[config.mk]
export PLATFORM = sky130hd
export DESIGN_NAME = hmtb_core
export DESIGN_NICKNAME = d
export VERILOG_FILES = /design/src/pkg/hmtb_pkg.sv /design/src/core/hmtb_core.sv
export SDC_FILE = /design/constraint.sdc
export NUM_CORES = 1
export LEC_CHECK = 0
export BUFFER_PORTS_ARGS = -buffer_cell sky130_fd_sc_hd__buf_4
export CORE_ASPECT_RATIO = 0.9
export CORE_MARGIN = 3
export CORE_UTILIZATION = 55
export CTS_CLUSTER_DIAMETER = 50
export DETAILED_ROUTE_END_ITERATION = 10
export GPL_TIMING_DRIVEN = 0
export PLACE_DENSITY = 0.76
export SLEW_MARGIN = 0
export SYNTH_ARGS = -nofsm -noshare
export SYNTH_HDL_FRONTEND = slang
export SYNTH_SLANG_ARGS = --single-unit
export TNS_END_PERCENT = 1
[constraint.sdc]
create_clock -name i_clk -period 3.1 [get_ports i_clk]
set_clock_uncertainty 0.05 [all_clocks]
set_input_delay 0 -clock i_clk [delete_from_list [all_inputs] [get_ports i_clk]]
set_output_delay 0 -clock i_clk [all_outputs]
set_load 0.005 [all_outputs]
[src/pkg/hmtb_pkg.sv]
package hmtb_pkg;

  // Register byte offsets on the processor bus
  localparam logic [7:0] HMTB_OFS_CFG = 8'h00;
  localparam logic [7:0] HMTB_OFS_SHIFT = 8'h04;
  localparam logic [7:0] HMTB_OFS_LSR = 8'h08;
  localparam logic [7:0] HMTB_OFS_LCR = 8'h0c;
  localparam logic [7:0] HMTB_OFS_MCR = 8'h10;
  localparam logic [7:0] HMTB_OFS_FCR = 8'h14;
  localparam logic [7:0] HMTB_OFS_PEND = 8'h18;
  localparam logic [7:0] HMTB_OFS_VEC = 8'h1c;
  localparam logic [7:0] HMTB_OFS_CTL = 8'h20;
  localparam logic [7:0] HMTB_OFS_RELOAD = 8'h24;

  // Host-side register addresses
  localparam logic [2:0] HMTB_HA_THR = 3'h0;
  localparam logic [2:0] HMTB_HA_FCR = 3'h2;
  localparam logic [2:0] HMTB_HA_LCR = 3'h3;
  localparam logic [2:0] HMTB_HA_MCR = 3'h4;
  localparam logic [2:0] HMTB_HA_LSR = 3'h5;

  // Field positions
  localparam int HMTB_CFG_DAISY = 0;
  localparam int HMTB_CFG_MODE = 1;
  localparam int HMTB_CFG_MUX = 2;
  localparam int HMTB_CTL_DLY = 0;
  localparam int HMTB_CTL_DBUF = 1;
  localparam int HMTB_CTL_VIS = 2;
  localparam int HMTB_CTL_FRST = 3;
  localparam int HMTB_PND_FCR = 1;
  localparam int HMTB_PND_LCR = 3;
  localparam int HMTB_PND_MCR = 4;
  localparam int HMTB_LSR_HOLDING_EMPTY_FLAG = 5;
  localparam int HMTB_LSR_TRANSMITTER_EMPTY_FLAG = 6;

  // Reset values
  localparam logic [7:0] HMTB_CFG_RST = 8'h00;
  localparam logic [3:0] HMTB_CTL_RST = 4'h0;
  localparam logic [7:0] HMTB_RELOAD_RST = 8'h0a;

  // Interrupt status codes for vector bits 3:1
  localparam logic [2:0] HMTB_IC_NONE = 3'h0;
  localparam logic [2:0] HMTB_IC_FCR = 3'h1;
  localparam logic [2:0] HMTB_IC_LCR = 3'h3;
  localparam logic [2:0] HMTB_IC_MCR = 3'h4;

  // Character timer tick: period in ns, count derived from 100 MHz clock
  localparam int HMTB_CLK_NS = 10;
  localparam int HMTB_TICK_NS = 1000;
  localparam int HMTB_TICK_CYC = HMTB_TICK_NS / HMTB_CLK_NS;

  typedef enum logic [1:0] {
    HMTB_PIN_DMA,
    HMTB_PIN_CHB,
    HMTB_PIN_HOST
  } hmtb_pin_e;

  typedef struct packed {
    logic wr_n;
    logic rd_n;
    logic [2:0] addr;
    logic [7:0] data;
  } hmtb_host_s;

endpackage

[src/core/hmtb_core.sv]
`timescale 1ns/1ps
module hmtb_core import hmtb_pkg::*; #(
  parameter int TICK_CYC = HMTB_TICK_CYC
) (
  input wire logic i_clk,
  input wire logic i_srst,
  // AHB-Lite slave
  input wire logic i_hsel,
  input wire logic [7:0] i_haddr,
  input wire logic [1:0] i_htrans,
  input wire logic i_hwrite,
  input wire logic [2:0] i_hsize,
  input wire logic i_hready,
  input wire logic [31:0] i_hwdata,
  output logic [31:0] o_hrdata,
  output logic o_hreadyout,
  output logic o_hresp,
  // Host parallel port (asynchronous pins)
  input wire logic i_host_wr_n,
  input wire logic i_host_rd_n,
  input wire logic [2:0] i_host_addr,
  input wire logic [7:0] i_host_data,
  output logic [7:0] o_host_data,
  output logic o_host_data_oe,
  // Serial controller interrupt sharing the processor input
  input wire logic i_serial_irq,
  output logic o_shared_irq,
  output logic o_emul_first,
  output logic o_tx_irq,
  output logic o_tx_dma_req,
  output logic o_emul_en,
  output logic o_chb_out_en,
  output logic o_pio_en,
  output hmtb_pin_e o_pin_fn
);

  // Host pin synchroniser: three stages
  hmtb_host_s s1_r, s2_r, s3_r;
  hmtb_host_s s1_nxt, s2_nxt, s3_nxt;
  logic wr_st_r, wr_st_nxt, rd_st_r, rd_st_nxt;
  logic h_wr, h_rd_act;

  always_comb begin
    s1_nxt = hmtb_host_s'{i_host_wr_n, i_host_rd_n, i_host_addr, i_host_data};
    s2_nxt = s1_r;
    s3_nxt = s2_r;
    wr_st_nxt = wr_st_r;
    rd_st_nxt = rd_st_r;
    // A change counts only once the last two stages agree
    if (s2_r.wr_n == s3_r.wr_n) begin
      wr_st_nxt = s3_r.wr_n;
    end
    if (s2_r.rd_n == s3_r.rd_n) begin
      rd_st_nxt = s3_r.rd_n;
    end
    h_wr = wr_st_r & ~wr_st_nxt;
    h_rd_act = ~rd_st_r;
  end

  always_ff @(posedge i_clk) begin
    if (i_srst) begin
      s1_r <= '1;
      s2_r <= '1;
      s3_r <= '1;
      wr_st_r <= 1'b1;
      rd_st_r <= 1'b1;
    end else begin
      s1_r <= s1_nxt;
      s2_r <= s2_nxt;
      s3_r <= s3_nxt;
      wr_st_r <= wr_st_nxt;
      rd_st_r <= rd_st_nxt;
    end
  end

  // Decoded host writes, all on the processor clock
  logic hw_thr, hw_fcr, hw_lcr, hw_mcr;
  assign hw_thr = h_wr && s3_r.addr == HMTB_HA_THR;
  assign hw_fcr = h_wr && s3_r.addr == HMTB_HA_FCR;
  assign hw_lcr = h_wr && s3_r.addr == HMTB_HA_LCR;
  assign hw_mcr = h_wr && s3_r.addr == HMTB_HA_MCR;

  // AHB access decode; zero wait state, answer always OKAY
  logic acc, acc_rd, acc_wr;
  logic wr_pend_r, wr_pend_nxt;
  logic [7:0] wr_addr_r, wr_addr_nxt;
  logic [31:0] hrdata_r, hrdata_nxt;
  assign acc = i_hsel && i_htrans[1] && i_hready;
  assign acc_rd = acc && !i_hwrite;
  assign acc_wr = wr_pend_r;
  assign o_hreadyout = 1'b1;
  assign o_hresp = 1'b0;
  assign o_hrdata = hrdata_r;

  // Register and datapath state
  logic [7:0] cfg_r, cfg_nxt;
  logic [3:0] ctl_r, ctl_nxt;
  logic [7:0] reload_r, reload_nxt;
  logic [7:0] lcr_m_r, lcr_m_nxt, lcr_s_r, lcr_s_nxt;
  logic [7:0] mcr_m_r, mcr_m_nxt, mcr_s_r, mcr_s_nxt;
  logic [7:0] fcr_m_r, fcr_m_nxt, fcr_s_r, fcr_s_nxt;
  logic [7:0] pend_r, pend_nxt;
  logic [7:0] vec_r, vec_nxt;
  logic [7:0] thr_r, thr_nxt, tsr_r, tsr_nxt;
  logic thr_full_r, thr_full_nxt, tsr_full_r, tsr_full_nxt;
  logic ovrn_r, ovrn_nxt;
  logic [7:0] tmr_r, tmr_nxt;
  logic expired_r, expired_nxt;
  logic htemt_r, htemt_nxt;
  logic [$clog2(TICK_CYC+1)-1:0] div_r, div_nxt;
  logic [7:0] hdo_r, hdo_nxt;
  logic tick, move, frst, host_transmitter_empty_flag;
  logic rd_lcr, rd_mcr, rd_fcr, rd_tsr, rd_pend;
  logic [2:0] icode;
  logic [7:0] lsr_host;

  assign frst = acc_wr && wr_addr_r == HMTB_OFS_CTL && i_hwdata[HMTB_CTL_FRST];
  assign rd_lcr = acc_rd && i_haddr == HMTB_OFS_LCR;
  assign rd_mcr = acc_rd && i_haddr == HMTB_OFS_MCR;
  assign rd_fcr = acc_rd && i_haddr == HMTB_OFS_FCR;
  assign rd_tsr = acc_rd && i_haddr == HMTB_OFS_SHIFT;
  assign rd_pend = acc_rd && i_haddr == HMTB_OFS_PEND;

  // Flags are evaluated combinationally from registered state; the byte
  // moves only at the edge, so pointers are stable when data transfers.
  always_comb begin
    tick = div_r == '0;
    div_nxt = tick ? ($clog2(TICK_CYC+1))'(TICK_CYC - 1) : div_r - 1'b1;
    move = thr_full_r && !tsr_full_r
      && (!ctl_r[HMTB_CTL_DLY] || expired_r || tmr_r == '0);
    host_transmitter_empty_flag = ctl_r[HMTB_CTL_DLY] ? htemt_r : !thr_full_r && !tsr_full_r;
    lsr_host = '0;
    lsr_host[HMTB_LSR_HOLDING_EMPTY_FLAG] = !thr_full_r;
    lsr_host[HMTB_LSR_TRANSMITTER_EMPTY_FLAG] = host_transmitter_empty_flag;
    if (pend_r[HMTB_PND_FCR]) begin
      icode = HMTB_IC_FCR;
    end else if (pend_r[HMTB_PND_LCR]) begin
      icode = HMTB_IC_LCR;
    end else if (pend_r[HMTB_PND_MCR]) begin
      icode = HMTB_IC_MCR;
    end else begin
      icode = HMTB_IC_NONE;
    end
  end

  always_comb begin
    wr_pend_nxt = acc && i_hwrite;
    wr_addr_nxt = acc ? i_haddr : wr_addr_r;
    cfg_nxt = cfg_r;
    ctl_nxt = ctl_r;
    ctl_nxt[HMTB_CTL_FRST] = 1'b0;
    reload_nxt = reload_r;
    vec_nxt = vec_r;
    thr_nxt = thr_r;
    tsr_nxt = tsr_r;
    thr_full_nxt = thr_full_r;
    tsr_full_nxt = tsr_full_r;
    ovrn_nxt = ovrn_r;
    tmr_nxt = tmr_r;
    expired_nxt = expired_r;
    htemt_nxt = htemt_r;
    pend_nxt = pend_r;
    // Master stages always capture host writes
    lcr_m_nxt = hw_lcr ? s3_r.data : lcr_m_r;
    mcr_m_nxt = hw_mcr ? s3_r.data : mcr_m_r;
    fcr_m_nxt = hw_fcr ? s3_r.data : fcr_m_r;
    // Slave stages hold still while either side reads them
    lcr_s_nxt = lcr_s_r;
    mcr_s_nxt = mcr_s_r;
    fcr_s_nxt = fcr_s_r;
    if (!rd_lcr && !(h_rd_act && s3_r.addr == HMTB_HA_LCR)) begin
      lcr_s_nxt = lcr_m_r;
    end
    if (!rd_mcr && !(h_rd_act && s3_r.addr == HMTB_HA_MCR)) begin
      mcr_s_nxt = mcr_m_r;
    end
    if (!rd_fcr) begin
      fcr_s_nxt = fcr_m_r;
    end
    // Pending bits: a processor read clears, a coincident host write wins
    if (rd_lcr) begin
      pend_nxt[HMTB_PND_LCR] = 1'b0;
    end
    if (rd_mcr) begin
      pend_nxt[HMTB_PND_MCR] = 1'b0;
    end
    if (rd_pend || rd_fcr) begin
      pend_nxt[HMTB_PND_FCR] = 1'b0;
      ovrn_nxt = 1'b0;
    end
    if (hw_lcr) begin
      pend_nxt[HMTB_PND_LCR] = 1'b1;
    end
    if (hw_mcr) begin
      pend_nxt[HMTB_PND_MCR] = 1'b1;
    end
    if (hw_fcr) begin
      pend_nxt[HMTB_PND_FCR] = 1'b1;
    end
    // Character delay timer counts on the divided tick
    if (tick && tmr_r != '0) begin
      tmr_nxt = tmr_r - 1'b1;
    end
    // Transmit path
    if (rd_tsr) begin
      tsr_full_nxt = 1'b0;
    end
    if (move) begin
      tsr_nxt = thr_r;
      tsr_full_nxt = 1'b1;
      thr_full_nxt = 1'b0;
      tmr_nxt = reload_r;
      expired_nxt = 1'b0;
    end
    if (hw_thr) begin
      if (thr_full_r && !move) begin
        ovrn_nxt = 1'b1;
        pend_nxt[HMTB_PND_FCR] = 1'b1;
      end else begin
        thr_nxt = s3_r.data;
        thr_full_nxt = 1'b1;
      end
      htemt_nxt = 1'b0;
    end else if (!tsr_full_r && !thr_full_r && tmr_r == '0) begin
      htemt_nxt = 1'b1;
      expired_nxt = 1'b1;
    end
    // Processor register writes
    if (acc_wr) begin
      case (wr_addr_r)
        HMTB_OFS_CFG: cfg_nxt = i_hwdata[7:0];
        HMTB_OFS_VEC: vec_nxt = i_hwdata[7:0];
        HMTB_OFS_CTL: ctl_nxt = i_hwdata[3:0];
        HMTB_OFS_RELOAD: reload_nxt = i_hwdata[7:0];
        default: ;
      endcase
    end
    if (frst) begin
      thr_full_nxt = 1'b0;
      tsr_full_nxt = 1'b0;
      tmr_nxt = '0;
      expired_nxt = 1'b1;
      htemt_nxt = 1'b1;
      ctl_nxt[HMTB_CTL_FRST] = 1'b0;
    end
    // Read data is fetched in the address phase for a zero-wait answer
    hrdata_nxt = '0;
    if (acc_rd) begin
      case (i_haddr)
        HMTB_OFS_CFG: hrdata_nxt[7:0] = cfg_r;
        HMTB_OFS_SHIFT: hrdata_nxt[7:0] = tsr_r;
        HMTB_OFS_LSR: hrdata_nxt[HMTB_LSR_TRANSMITTER_EMPTY_FLAG] = !tsr_full_r;
        HMTB_OFS_LCR: hrdata_nxt[7:0] = lcr_s_r;
        HMTB_OFS_MCR: hrdata_nxt[7:0] = mcr_s_r;
        HMTB_OFS_FCR: hrdata_nxt[7:0] = fcr_s_r;
        HMTB_OFS_PEND: hrdata_nxt[7:0] = pend_r | {7'h00, ovrn_r};
        HMTB_OFS_VEC: begin
          if (ctl_r[HMTB_CTL_VIS] && icode != HMTB_IC_NONE) begin
            hrdata_nxt[7:0] = {vec_r[7:4], icode, 1'b0};
          end else begin
            hrdata_nxt[7:0] = vec_r;
          end
        end
        HMTB_OFS_CTL: hrdata_nxt[3:0] = ctl_r;
        HMTB_OFS_RELOAD: hrdata_nxt[7:0] = reload_r;
        default: hrdata_nxt = '0;
      endcase
    end
    // Host read data
    case (s3_r.addr)
      HMTB_HA_LCR: hdo_nxt = lcr_s_r;
      HMTB_HA_MCR: hdo_nxt = mcr_s_r;
      HMTB_HA_LSR: hdo_nxt = lsr_host;
      default: hdo_nxt = '0;
    endcase
  end

  always_ff @(posedge i_clk) begin
    if (i_srst) begin
      wr_pend_r <= 1'b0;
      wr_addr_r <= '0;
      hrdata_r <= '0;
      cfg_r <= HMTB_CFG_RST;
      ctl_r <= HMTB_CTL_RST;
      reload_r <= HMTB_RELOAD_RST;
      lcr_m_r <= '0;
      lcr_s_r <= '0;
      mcr_m_r <= '0;
      mcr_s_r <= '0;
      fcr_m_r <= '0;
      fcr_s_r <= '0;
      pend_r <= '0;
      vec_r <= '0;
      thr_r <= '0;
      tsr_r <= '0;
      thr_full_r <= 1'b0;
      tsr_full_r <= 1'b0;
      ovrn_r <= 1'b0;
      tmr_r <= '0;
      expired_r <= 1'b1;
      htemt_r <= 1'b1;
      div_r <= '0;
      hdo_r <= '0;
    end else begin
      wr_pend_r <= wr_pend_nxt;
      wr_addr_r <= wr_addr_nxt;
      hrdata_r <= hrdata_nxt;
      cfg_r <= cfg_nxt;
      ctl_r <= ctl_nxt;
      reload_r <= reload_nxt;
      lcr_m_r <= lcr_m_nxt;
      lcr_s_r <= lcr_s_nxt;
      mcr_m_r <= mcr_m_nxt;
      mcr_s_r <= mcr_s_nxt;
      fcr_m_r <= fcr_m_nxt;
      fcr_s_r <= fcr_s_nxt;
      pend_r <= pend_nxt;
      vec_r <= vec_nxt;
      thr_r <= thr_nxt;
      tsr_r <= tsr_nxt;
      thr_full_r <= thr_full_nxt;
      tsr_full_r <= tsr_full_nxt;
      ovrn_r <= ovrn_nxt;
      tmr_r <= tmr_nxt;
      expired_r <= expired_nxt;
      htemt_r <= htemt_nxt;
      div_r <= div_nxt;
      hdo_r <= hdo_nxt;
    end
  end

  assign o_host_data = hdo_r;
  assign o_host_data_oe = h_rd_act;

  // Mode and pin routing
  logic emul_irq;
  assign o_emul_en = cfg_r[HMTB_CFG_MODE];
  assign o_chb_out_en = !cfg_r[HMTB_CFG_MODE];
  assign o_pio_en = !cfg_r[HMTB_CFG_MODE];
  always_comb begin
    case (cfg_r[HMTB_CFG_MUX -: 2])
      2'h2: o_pin_fn = HMTB_PIN_CHB;
      2'h3: o_pin_fn = HMTB_PIN_HOST;
      default: o_pin_fn = HMTB_PIN_DMA;
    endcase
  end

  // Transmit request follows the shift buffer level directly
  assign o_tx_irq = tsr_full_r && o_emul_en;
  assign o_tx_dma_req = tsr_full_r && o_emul_en;
  assign emul_irq = o_emul_en && (tsr_full_r || icode != HMTB_IC_NONE || ovrn_r);
  assign o_shared_irq = emul_irq || i_serial_irq;
  assign o_emul_first = cfg_r[HMTB_CFG_DAISY];

endmodule // hmtb_core

======== Word level (Yosys, flattened, before mapping) ========
Index checks and enable logic that the tools add are counted.
storage, ports and cells
  register bits after elaboration ......... 205
  logic and storage cells ................. 174
operators by class
  add/subtract/negate cells ............... 2
  equal/unequal tests ..................... 20
  mux-type cells .......................... 36
  bitwise logic cells ..................... 8
  reduce and logical (&&, ||, !) cells .... 65
operator list
  cell                                               number
  == test 8 x 5 -> 1 bit (second input constant)     5
  case mux 4 bit (9 select lines)                    1
  == test 8 x 6 -> 1 bit (second input constant)     4
  logical AND 1 bit                                  28
  zero test 8 bit                                    3
  case mux 8 bit (3 select lines)                    1
  2-to-1 mux 1 bit                                   23
  == test 8 x 4 -> 1 bit (second input constant)     2
  2-to-1 mux 8 bit                                   2
  case mux 2 bit (8 select lines)                    1
  zero test 1 bit                                    10
  AND reduction 2 bit                                5
  nonzero test 2 bit                                 5
  2-to-1 mux 3 bit                                   3
  case mux 1 bit (9 select lines)                    1
  == test 8 x 3 -> 1 bit (second input constant)     1
  case mux 1 bit (8 select lines)                    1
  nonzero test 8 bit                                 1
  subtractor 8 x 1 -> 8 bit (second input constant)  1
  zero test 7 bit                                    1
  2-to-1 mux 7 bit                                   1
  subtractor 7 x 1 -> 7 bit (second input constant)  1
  == test 3 x 2 -> 1 bit (second input constant)     2
  == test 3 bit (second input constant)              2
  other kinds (12)                                   26

======== Depth between registers and ports, before layout ========
Gate-level depths: netlist of the first run.
  depth in word-level cells ............... 9
  mapped depth ............................ 9
  depth with buffers taken out ............ 7

======== Least setup slack after synthesis of the first run ========
Ideal clock, no wire load.
  path kind ............................... reg-to-reg
  start point ............................. reg wr_addr_r[0]
  end point ............................... reg reload_r[1]
  data arrival time ....................... 1.778 ns
  slack ................................... 1.152 ns
  stages on the path, launching flop included .. 5
  path buffers ............................ 0
  cells stage by stage .................... dfxtp_1 > or4b_4 > nor4_4 > nor2b_1 > a211o_1
on the way
  word-level cells in the longest chain between the ends .. 2
ends and longest elaborated chain
  what                                  line              source
  from (decl)                           hmtb_core.sv:86   logic [7:0] wr_addr_r, wr_addr_nxt;
  from (signal assigned)                hmtb_core.sv:306  wr_addr_r <= wr_addr_nxt;
  == test 8 x 6 -> 1 bit                hmtb_core.sv:230  case (wr_addr_r)
  AND reduction 2 bit (no source line)  --
  to (signal assigned)                  hmtb_core.sv:310  reload_r <= reload_nxt;
  to (decl)                             hmtb_core.sv:98   logic [7:0] reload_r, reload_nxt;
Every way passes these cells.
A chain may end at the register's enable or synchronous reset.

======== Worst setup path in the final report of the first run ========
  start point ............................. reg tmr_r[0]
  end point ............................... reg tsr_r[3]
on the way
  word-level cells in the longest chain between the ends .. 3
ends and longest elaborated chain
  what                    line              source
  from (decl)             hmtb_core.sv:107  logic [7:0] tmr_r, tmr_nxt;
  from (signal assigned)  hmtb_core.sv:324  tmr_r <= tmr_nxt;
  zero test 8 bit         hmtb_core.sv:130  && (!ctl_r[HMTB_CTL_DLY] || expired_r || tmr_r == '0);
  logical OR 1 bit        hmtb_core.sv:130
  logical AND 1 bit       hmtb_core.sv:130
  to (signal assigned)    hmtb_core.sv:320  tsr_r <= tsr_nxt;
  to (decl)               hmtb_core.sv:104  logic [7:0] thr_r, thr_nxt, tsr_r, tsr_nxt;
Every way passes these cells.

==> flow_summary_export.csv, run 1 <==
group,metric,value,unit
yosys,seq_area_frac_synth,0.4792,
timing,max_freq,408.4,MHz
finish,mostFrequentLayoutCells,"181 x dfxtp_1, 110 x nand2_1, 82 x buf_4, 78 x nor2_1, 72 x a21oi_1",
drt,postRouteAntennaNets,0,
timing,fin_crit,2.449,ns
drt,wirelength,20.39,mm
drt,firstDrtPassIters,7,
clock_network,clkLatencyLatePin,0.44,ns
yosys,synth_seq_cells,181,
floorplan,die_w,129.6,µm
placed_design,dp_cells,1093,
floorplan,die_height,117.2,µm
clock_network,cts_buffers,17,
critical_path,crit_family,"buffers and inverters",
critical_path,worstPathArrival,2.76,ns
finish,final_common_cell,"dfxtp_1",
global_routing,grt_start_max_net_pins,17,
drt,viasPerCell,5.597,
power_and_ir_drop,peakVddDrop,0.0004037,V
finish,finalNonFillerCells,1151,
placed_design,place.gp.congestion,0.9591,
placed_design,io_buffers,54,
yosys,synthFlopType,"dfxtp_1",
yosys,async_flop_share,0,
drt,wl_per_cell,17.71,µm
timing,hold_ws,0.03470,ns
finish,diodes,0,
placed_design,place_area,0.008272,mm²
critical_path,start_kind,"flop",
power_and_ir_drop,finalPower,5.458,mW
worst_hold_path,hold_class,"primary input to flop",
timing,tns,0,ns
timing,slew-limit-headroom,0.3231,
clock_network,path_clk_slew,0.06,ns
clock_network,cts_root_buf,"clkbuf_16",
timing,worst_slew_pin_slew,1.010,ns
flow_run,maxCapViolCount,0,
power_and_ir_drop,powerDensity,598.7,mW/mm²
timing,setup_viol,0,
critical_path,crit_type,"flop to flop",
critical_path,end_kind,"flop",
floorplan,coreArea,0.01341,mm²
power_and_ir_drop,leakagePower,3.589,nW
yosys,synth_edf_count,0,
timing,drv_slew,0,
yosys,synth_area,0.007562,mm²
clock_network,cts_max_level,4,
critical_path,cp.required,3.41,ns
placed_design,dp_hpwl,14.57,mm
floorplan,dieArea,0.01519,mm²
floorplan,fp-row-count,40,
yosys,ys_types,59,
clock_network,cts_sinks,181,
timing,rsz0062_at_grt,"false",
finish,fin_area,0.009116,mm²
floorplan,ios,116,
yosys,synth_cells,846,
timing,period_share,0.7899,
finish,nets,1037,
global_routing,grt_pass1_wl,31.31,mm
finish,syn_to_final_growth,20.55,%
global_routing,gr-total-overflow,0,
drt,drc,0,
global_routing,antenna_found_initial,1,
critical_path,cpMaxStageDelayCell,"clkbuf_1",
critical_path,crit_top_cell,"clkbuf_1",
drt,vias,6442,
critical_path,cp_max_fo,10,
status,status,"completed",
timing,hold_violations,0,
finish,drive_gt1_frac,0.1862,
yosys,yosys_warnings,0,
yosys,syn_area_per_cell,8.939,µm²
clock_network,clk_path_buf_depth,2,
floorplan,start_util,0.5638,
critical_path,max_stage_delay,0.44,ns
drt,dr.first_iter.drc_count,648,
global_routing,grt_pass1_vias,5755,
clock_network,cts_tree,"yes",
critical_path,path_buf_inv,3,
global_routing,grtUsageTotal,0.2730,
critical_path,worstPathCellList,"inv_1, ha_1, nor4b_4, a21boi_0, nand2b_1, clkbuf_1, clkbuf_1, nand2_1, a21oi_1",
[sequential cells by signal, indices dropped and copies added, names as in the netlist, 3 cells and up]
signal / count
tsr_r: 8
vec_r: 8
pend_r: 3
mcr_m_r: 8
s1_r: 13
fcr_m_r: 8
o_host_data: 8
ctl_r: 4
o_hrdata: 8
s2_r: 13
s3_r: 13
wr_addr_r: 8
lcr_s_r: 8
fcr_s_r: 8
thr_r: 8
tmr_r: 8
reload_r: 8
cfg_r: 8
mcr_s_r: 8
lcr_m_r: 8
div_r: 7
[power by group]
part / internal (mW) / switching, mW
clock network: 1.19 / 0.927
registers: 2.42 / 0.0866
logic: 0.379 / 0.464
[metrics by stage]
| stage | utilization | setup WS (ns) |
|---|---|---|
| final | 0.6797 | 0.6514 |
| after global placement | 0.6167 | 0.7618 |
| after CTS | 0.6797 | 0.7192 |
| after floorplan | - | 1.152 |
| after global routing | 0.6797 | 0.4174 |
| after detailed placement | 0.6167 | 0.7338 |
[worst paths after layout]
check                           slack, ns        to  cells past startpoint         from
worst max register to register       0.65  tsr_r[3]                      9     tmr_r[0]
worst min register to register       0.36   s3_r[9]                      1      s2_r[9]
worst min-delay path                 0.03    acc_wr                      3  i_htrans[1]
worst max-delay path                 0.65  tsr_r[3]                      9     tmr_r[0]
[layout make-up]
class	instances	area [µm²]
flip-flops and latches	181	3623
plain buffers	77	415.4
repair buffers	80	665.6
multi-input cells	601	3572
inverters	12	45.04
clock buffers	21	470.5
clock inverters	11	113.9
well taps	168	210.2
fillers	1128	4297
[layer usage]
layer / up-vias / GRT usage / routed length (µm)
met5: - / 0 / 11
met4: 2 / 0.08518 / 439
met3: 48 / 0.06579 / 1535
met2: 238 / 0.4332 / 9276
met1: 3048 / 0.3714 / 9122
li1: 3106 / - / -
[logic make-up after synthesis]
kind of cell | Yosys count | synth area share
adders and majority gates | 3 | 0.004964
other | 2 | 0.0009931
muxes | 74 | 0.09894
and+or+nand+nor | 341 | 0.2262
xor gates and xnor gates | 7 | 0.008107
buffers and inverters | 89 | 0.06089
DFF | 181 | 0.4792
AOI/OAI and AO/OA | 149 | 0.1208
[synthesized netlist by cell type (3+ instances only)]
cell type,instances,area [µm²]
nor2b_1,13,81.33
and2_1,3,18.77
o211ai_1,4,30.03
nor4_1,7,43.79
a31oi_1,8,50.05
xnor2_1,4,35.03
mux2i_1,68,680.7
nand2_1,110,412.9
o31ai_1,4,30.03
dfxtp_1,181,3623
buf_4,28,210.2
o32ai_1,3,26.28
nand3_1,28,140.1
nor2_1,78,292.8
o22ai_1,5,31.28
a21oi_1,72,360.4
buf_2,11,55.05
o21ai_0,12,60.06
inv_1,12,45.04
ha_1,3,37.54
or3_1,3,18.77
clkbuf_1,35,131.4
mux2_2,6,67.56
nand2b_1,20,125.1
or2_2,43,269.0
a21boi_0,3,22.52
o21bai_1,3,22.52
xor2_1,3,26.28
a32oi_1,5,43.79
a22oi_1,17,127.6
nor3_1,13,65.06
[repair_timing]
item | in CTS | in global routing
setup buffers | 0 | 0
hold buffers | 26 | 0
endpoints found under the hold margin | 51 | 0
resized for setup | 0 | 0
[worst min-delay path, delay by kind of cell]
family                 cells  cell delay, ns
and+or+nand+nor            2            0.36
buffers and inverters      1            0.11
(Power assumes the default switching activity.)
==> inputs of run 2 (changes only) <==
ABC_AREA = 1   (was default)
clock period = 2.52 ns   (was 3.1 ns; I/O delays follow)
==> run 2 against run 1 <==
Global-route usage increased by 0.46 points. Combinational power increased by 12%. Highest routed layer is now met4. Power increased by 23%. Hold slack improved by 0.051 ns. Via count increased by 9.4%. Non-clock buffer count increased by 4. Critical endpoint is now wr_addr_r[7]. Sequential cell count unchanged. First-iteration DRC count increased by 16%. Final cell count increased by 15%.
==> flow_summary_export.csv, run 2 <==
group,metric,value,unit
status,status,"completed",
yosys,synth_common_cells,"181 x dfxtp_1, 157 x nand2_1, 116 x nor2_1",
timing,drv_slew,0,
clock_network,clk_path_buf_depth,2,
power_and_ir_drop,finalPower,6.708,mW
timing,rsz0062_at_grt,"false",
yosys,syn_area_per_cell,7.512,µm²
clock_network,clkLatencyLatePin,0.44,ns
timing,tns,0,ns
clock_network,cts_tree,"yes",
critical_path,crit_type,"primary input to flop",
worst_hold_path,hold_class,"primary input to flop",
drt,vias,7050,
critical_path,max_stage_delay,0.61,ns
critical_path,cp.required,2.84,ns
flow_run,maxCapViolCount,0,
drt,firstDrtPassIters,6,
placed_design,post-place-ws,0.5824,ns
yosys,synth_seq_cells,181,
drt,wirelength,20.60,mm
yosys,ys_types,36,
yosys,synth_top_area_frac,0.4790,
timing,hold_ws,0.08617,ns
finish,diodes,0,
drt,viasPerCell,5.305,
timing,fin_crit,2.020,ns
critical_path,r2r_start,"tmr_r[0]",
global_routing,grtUsageTotal,0.2776,
finish,reg_top3,"s1_r x13, s2_r x13, s3_r x13",
critical_path,worstPathArrival,2.34,ns
clock_network,path_clk_slew,0.07,ns
placed_design,io_buffers,60,
critical_path,end_kind,"flop",
yosys,synth_edf_count,0,
timing,period_share,0.8017,
yosys,synth_area,0.007565,mm²
timing,max_freq,495.0,MHz
yosys,synthTopCellsByArea,"dfxtp_1 48%, nand2_1 7.8%, a21oi_1 6.6%",
global_routing,grt_start_max_net_pins,22,
clock_network,cts_buffers,17,
yosys,seq_area_frac_synth,0.4790,
timing,hold_violations,0,
yosys,async_flop_share,0,
floorplan,dieArea,0.01520,mm²
floorplan,ios,116,
yosys,yosys_warnings,0,
drt,dr.first_iter.drc_count,750,
critical_path,crit_top_cell,"clkbuf_1",
power_and_ir_drop,peakVddDrop,0.0005192,V
global_routing,antenna_found_initial,0,
critical_path,cpMaxStageDelayCell,"dlygate4sd3_1",
timing,slew-limit-headroom,0.5327,
critical_path,worstSetupStartpoint,"i_srst",
yosys,synth_top_area_cell,"dfxtp_1",
power_and_ir_drop,powerDensity,719.9,mW/mm²
clock_network,cts_sinks,181,
clock_network,cts_root_buf,"clkbuf_16",
drt,postRouteAntennaNets,0,
floorplan,coreArea,0.01341,mm²
critical_path,cp_max_fo,10,
finish,mostFrequentLayoutCells,"181 x dfxtp_1, 157 x nand2_1, 116 x nor2_1, 100 x a21oi_1",
floorplan,die_w,129.6,µm
global_routing,grt_pass1_vias,6357,
finish,nets,1215,
timing,setup_viol,0,
power_and_ir_drop,leakagePower,4.097,nW
critical_path,worstPathCellList,"buf_4, inv_1, clkbuf_1, clkbuf_1, o21ai_0, dlygate4sd3_1, a21oi_1",
timing,fin_ws,0.4998,ns
timing,worst_slew_pin_slew,0.7010,ns
yosys,synth_cells,1007,
finish,final_common_cell,"dfxtp_1",
yosys,synthFlopType,"dfxtp_1",
floorplan,die_height,117.3,µm
floorplan,start_util,0.5640,
global_routing,gr-total-overflow,0,
placed_design,place.gp.congestion,0.9739,
yosys,synthMostInstantiatedCell,"dfxtp_1",
placed_design,dp_hpwl,14.56,mm
clock_network,cts_max_level,4,
finish,drive_gt1_frac,0.1783,
drt,wl_per_cell,15.50,µm
clock_network,cts-resized-gates,0,
finish,syn_to_final_growth,23.17,%
floorplan,fp-row-count,40,
global_routing,grt_pass1_wl,32.40,mm
critical_path,start_kind,"primary input",
drt,drc,0,
worst_hold_path,min_from,"i_srst",
-- run 2: cell types whose count changed in the layout (fill, tap and decap cells not counted), moves of 38 or more --
cell | before | now
mux2i_1 | 68 | 0
o21ai_0 | 12 | 87
inv_1 | 12 | 99
nand2_1 | 110 | 157
nor2_1 | 78 | 116
nand3_1 | 28 | 99
-- run 2: per-stage QoR --
stage	cell area (µm²)	cells	util
4_1_cts	9318	1329	0.6947
2_1_floorplan	7659	1032	-
5_1_grt	9318	1329	0.6947
3_5_place_dp	8319	1260	0.6202
3_3_place_gp	8319	1260	0.6202
6_report	9318	1329	0.6947
-- run 2: critical path: cells and delay by family --
| family | cells | cell delay, ns |
|---|---|---|
| buf+inv | 5 | 2.03 |
| compound gates | 2 | 0.31 |
-- run 2: cell families (layout without fill, tap and decap cells) --
| logic type | count (synthesis) | after routing | synth area share |
|---|---|---|---|
| AO/OA/AOI/OAI | 200 | 200 | 0.1363 |
| XOR/XNOR | 3 | 3 | 0.003474 |
| adder cells (fa/ha/maj) | 3 | 3 | 0.004962 |
| buffers and inverters | 170 | 299 | 0.1045 |
| flip-flops | 181 | 181 | 0.4790 |
| other | 2 | 27 | 0.0009928 |
| AND/OR/NAND/NOR | 448 | 448 | 0.2708 |
-- run 2: layer usage --
metal / vias to the layer above / share of wire / GRT usage
li1: 3490 / - / -
met1: 3190 / 0.44 / 0.3750
met2: 328 / 0.46 / 0.4504
met3: 42 / 0.078 / 0.05853
met4: 0 / 0.020 / 0.08518
met5: - / 0 / 0
-- run 2: cell type report --
| class | instances | area [µm²] |
|---|---|---|
| Timing Repair Buffer | 97 | 820.8 |
| Tap cell | 168 | 210.2 |
| Buffer | 64 | 392.9 |
| Inverter | 106 | 397.9 |
| Clock buffer | 17 | 425.4 |
| Sequential cell | 181 | 3623 |
| Clock inverter | 15 | 202.7 |
| Multi-Input combinational cell | 681 | 3244 |
| Fill cell | 1125 | 4095 |
-- run 2: repair_timing --
item / in CTS / in global routing
hold endpoints to repair: 49 / 0
hold buffers: 37 / 0
setup buffers: 0 / 0
-- run 2: path summary, 6_finish.rpt --
| check | depth (start not counted) | to | slack [ns] |
|---|---|---|---|
| worst max-delay path | 7 | wr_addr_r[7] | 0.50 |
| worst min-delay path | 4 | tsr_full_r | 0.09 |
| worst max register to register | 11 | tmr_r[3] | 0.54 |
| worst min register to register | 1 | s2_r[10] | 0.36 |
-- run 2: power breakdown --
group / switching (mW) / internal (mW) / total [mW] / leakage, nW
clock: 1.35 / 1.37 / 2.72 / 0.303
sequential: 0.0778 / 2.97 / 3.05 / 1.47
combinational: 0.546 / 0.396 / 0.942 / 2.32
total: 1.97 / 4.73 / 6.71 / 4.10
==> inputs of run 3 (changes only) <==
clock period = 2.04 ns   (was 2.52 ns; I/O delays follow)
==> run 3 against run 2 <==
Global-route usage did not move. Largest cell class unchanged. Wire length is 0.38% higher. Largest power group unchanged. Via count is 0.21% higher. Critical endpoint unchanged. Critical path type unchanged. Final cell count stayed put.
==> flow_summary_export.csv, run 3 (synthesis gave the netlist of run 2 again) <==
group,metric,value,unit
finish,syn_to_final_growth,23.24,%
timing,hold_ws,0.07246,ns
finish,reg_top3,"s1_r x13, s2_r x13, s3_r x13",
timing,worst_slew_pin_slew,0.7166,ns
critical_path,crit_type,"primary input to flop",
clock_network,cts_sinks,181,
floorplan,fp-row-count,40,
drt,wl_per_cell,15.56,µm
floorplan,die_height,117.3,µm
drt,postRouteAntennaNets,0,
power_and_ir_drop,peakVddDrop,0.0006416,V
drt,firstDrtPassIters,6,
power_and_ir_drop,clkPwrFrac,0.405,
power_and_ir_drop,internal_power,5.849,mW
clock_network,cts_root_buf,"clkbuf_16",
power_and_ir_drop,switching_share,0.2955,
timing,fin_crit,2.012,ns
finish,drive_gt1_frac,0.1792,
flow_run,maxCapViolCount,0,
finish,final_common_cell,"dfxtp_1",
critical_path,cp_max_fo,10,
status,status,"completed",
finish,fill_cells,1124,
clock_network,clk_path_buf_depth,2,
drt,wirelength,20.68,mm
clock_network,clkLatencyLatePin,0.44,ns
power_and_ir_drop,seqPwrFrac,0.454,
clock_network,post_cts.repair.setup_buffers,0,
drt,viasPerCell,5.316,
timing,max_freq,497.1,MHz
critical_path,cp.required,2.36,ns
clock_network,cts_max_level,4,
global_routing,grt_pass1_vias,6357,
placed_design,io_buffers,60,
clock_network,path_clk_slew,0.07,ns
power_and_ir_drop,switchingPower,2.453,mW
placed_design,place.gp.congestion,0.9739,
critical_path,path_buf_inv,5,
clock_network,cts_buffers,17,
critical_path,crit_family,"buffers and inverters",
critical_path,end_kind,"flop",
finish,finalNonFillerCells,1329,
drt,drc,0,
floorplan,die_w,129.6,µm
finish,diodes,0,
critical_path,worstPathArrival,2.34,ns
placed_design,dp_cells,1260,
floorplan,coreArea,0.01341,mm²
global_routing,grtUsageTotal,0.2776,
timing,tns,0,ns
critical_path,start_kind,"primary input",
timing,period_share,0.9861,
timing,hold_violations,0,
timing,rsz0062_at_grt,"false",
critical_path,cpMaxStageDelayCell,"dlygate4sd3_1",
drt,dr.first_iter.drc_count,772,
placed_design,dp_hpwl,14.56,mm
timing,slew-limit-headroom,0.5223,
timing,drv_slew,0,
clock_network,cts_tree,"yes",
critical_path,max_stage_delay,0.61,ns
global_routing,grt_pass1_wl,32.40,mm
power_and_ir_drop,leakagePower,4.100,nW
floorplan,start_util,0.5640,
drt,vias,7065,
timing,setup_viol,0,
global_routing,grt_start_max_net_pins,22,
power_and_ir_drop,powerDensity,890.6,mW/mm²
floorplan,ios,116,
worst_hold_path,hold_class,"primary input to flop",
global_routing,gr-total-overflow,0,
critical_path,worstPathCellList,"buf_4, inv_1, clkbuf_1, clkbuf_1, o21ai_0, dlygate4sd3_1, a21oi_1",
critical_path,crit_top_cell,"clkbuf_1",
floorplan,dieArea,0.01520,mm²
power_and_ir_drop,power_frac_comb,0.141,
finish,mostFrequentLayoutCells,"181 x dfxtp_1, 156 x nand2_1, 116 x nor2_1, 100 x a21oi_1",
global_routing,antenna_found_initial,0,
power_and_ir_drop,finalPower,8.303,mW
finish,nets,1215,
run 3: final cells by class:
cell class	count	area [µm²]	area share
clock buffers	17	425.4	0.04563
clock inverters	15	202.7	0.02174
flip-flops and latches	181	3623	0.3887
plain buffers	64	395.4	0.04241
repair buffers	97	820.8	0.08804
multi-input cells	681	3247	0.3483
inverters	106	397.9	0.04268
well taps	168	210.2	0.02255
run 3: power groups by stage:
stage               Sequential (mW)  Combinational, mW  Clock (mW)
floorplan                      3.82              0.837           0
global placement               3.84               1.05           0
detailed placement             3.85               1.08           0
CTS                            3.76               1.15        3.40
global route                   3.78               1.33        3.53
finish                         3.77               1.17        3.36
run 3: worst paths after layout:
kind / start / endpoint / slack, ns / depth (start not counted)
worst max-delay path: i_srst / wr_addr_r[7] / 0.03 / 7
worst min-delay path: i_srst / tsr_full_r / 0.07 / 4
worst max register to register: tmr_r[0] / pend_r[1] / 0.13 / 10
worst min register to register: s1_r[10] / s2_r[10] / 0.36 / 1
run 3: what timing repair did:
item	4_1_cts	5_1_grt
setup endpoints to repair	0	8
hold buffers	37	0
endpoints found under the hold margin	49	0
resized for setup	0	3
run 3: per-layer routing:
layer / track usage / vias to the layer above / wire length (µm)
met1: 0.3750 / 3205 / 8887
met4: 0.08518 / 0 / 433
met3: 0.05853 / 37 / 1767
li1: - / 3490 / -
met5: 0 / - / 0
met2: 0.4504 / 333 / 9591
run 3: tightest hold or removal path: stages:
cell and delay, ns:
buf_4 0.09, inv_1 0.10, o21ai_1 0.25, a21oi_1 0.07
run 3: per-stage QoR:
| step | instance area, µm² | setup slack, ns | util |
|---|---|---|---|
| global placement | 8319 | 0.1155 | 0.6202 |
| finish | 9323 | 0.02835 | 0.6951 |
| floorplan | 7659 | 0.4281 | - |
| global route | 9323 | 0.01374 | 0.6951 |
| detailed placement | 8319 | 0.1024 | 0.6202 |
| CTS | 9318 | 0.07769 | 0.6947 |
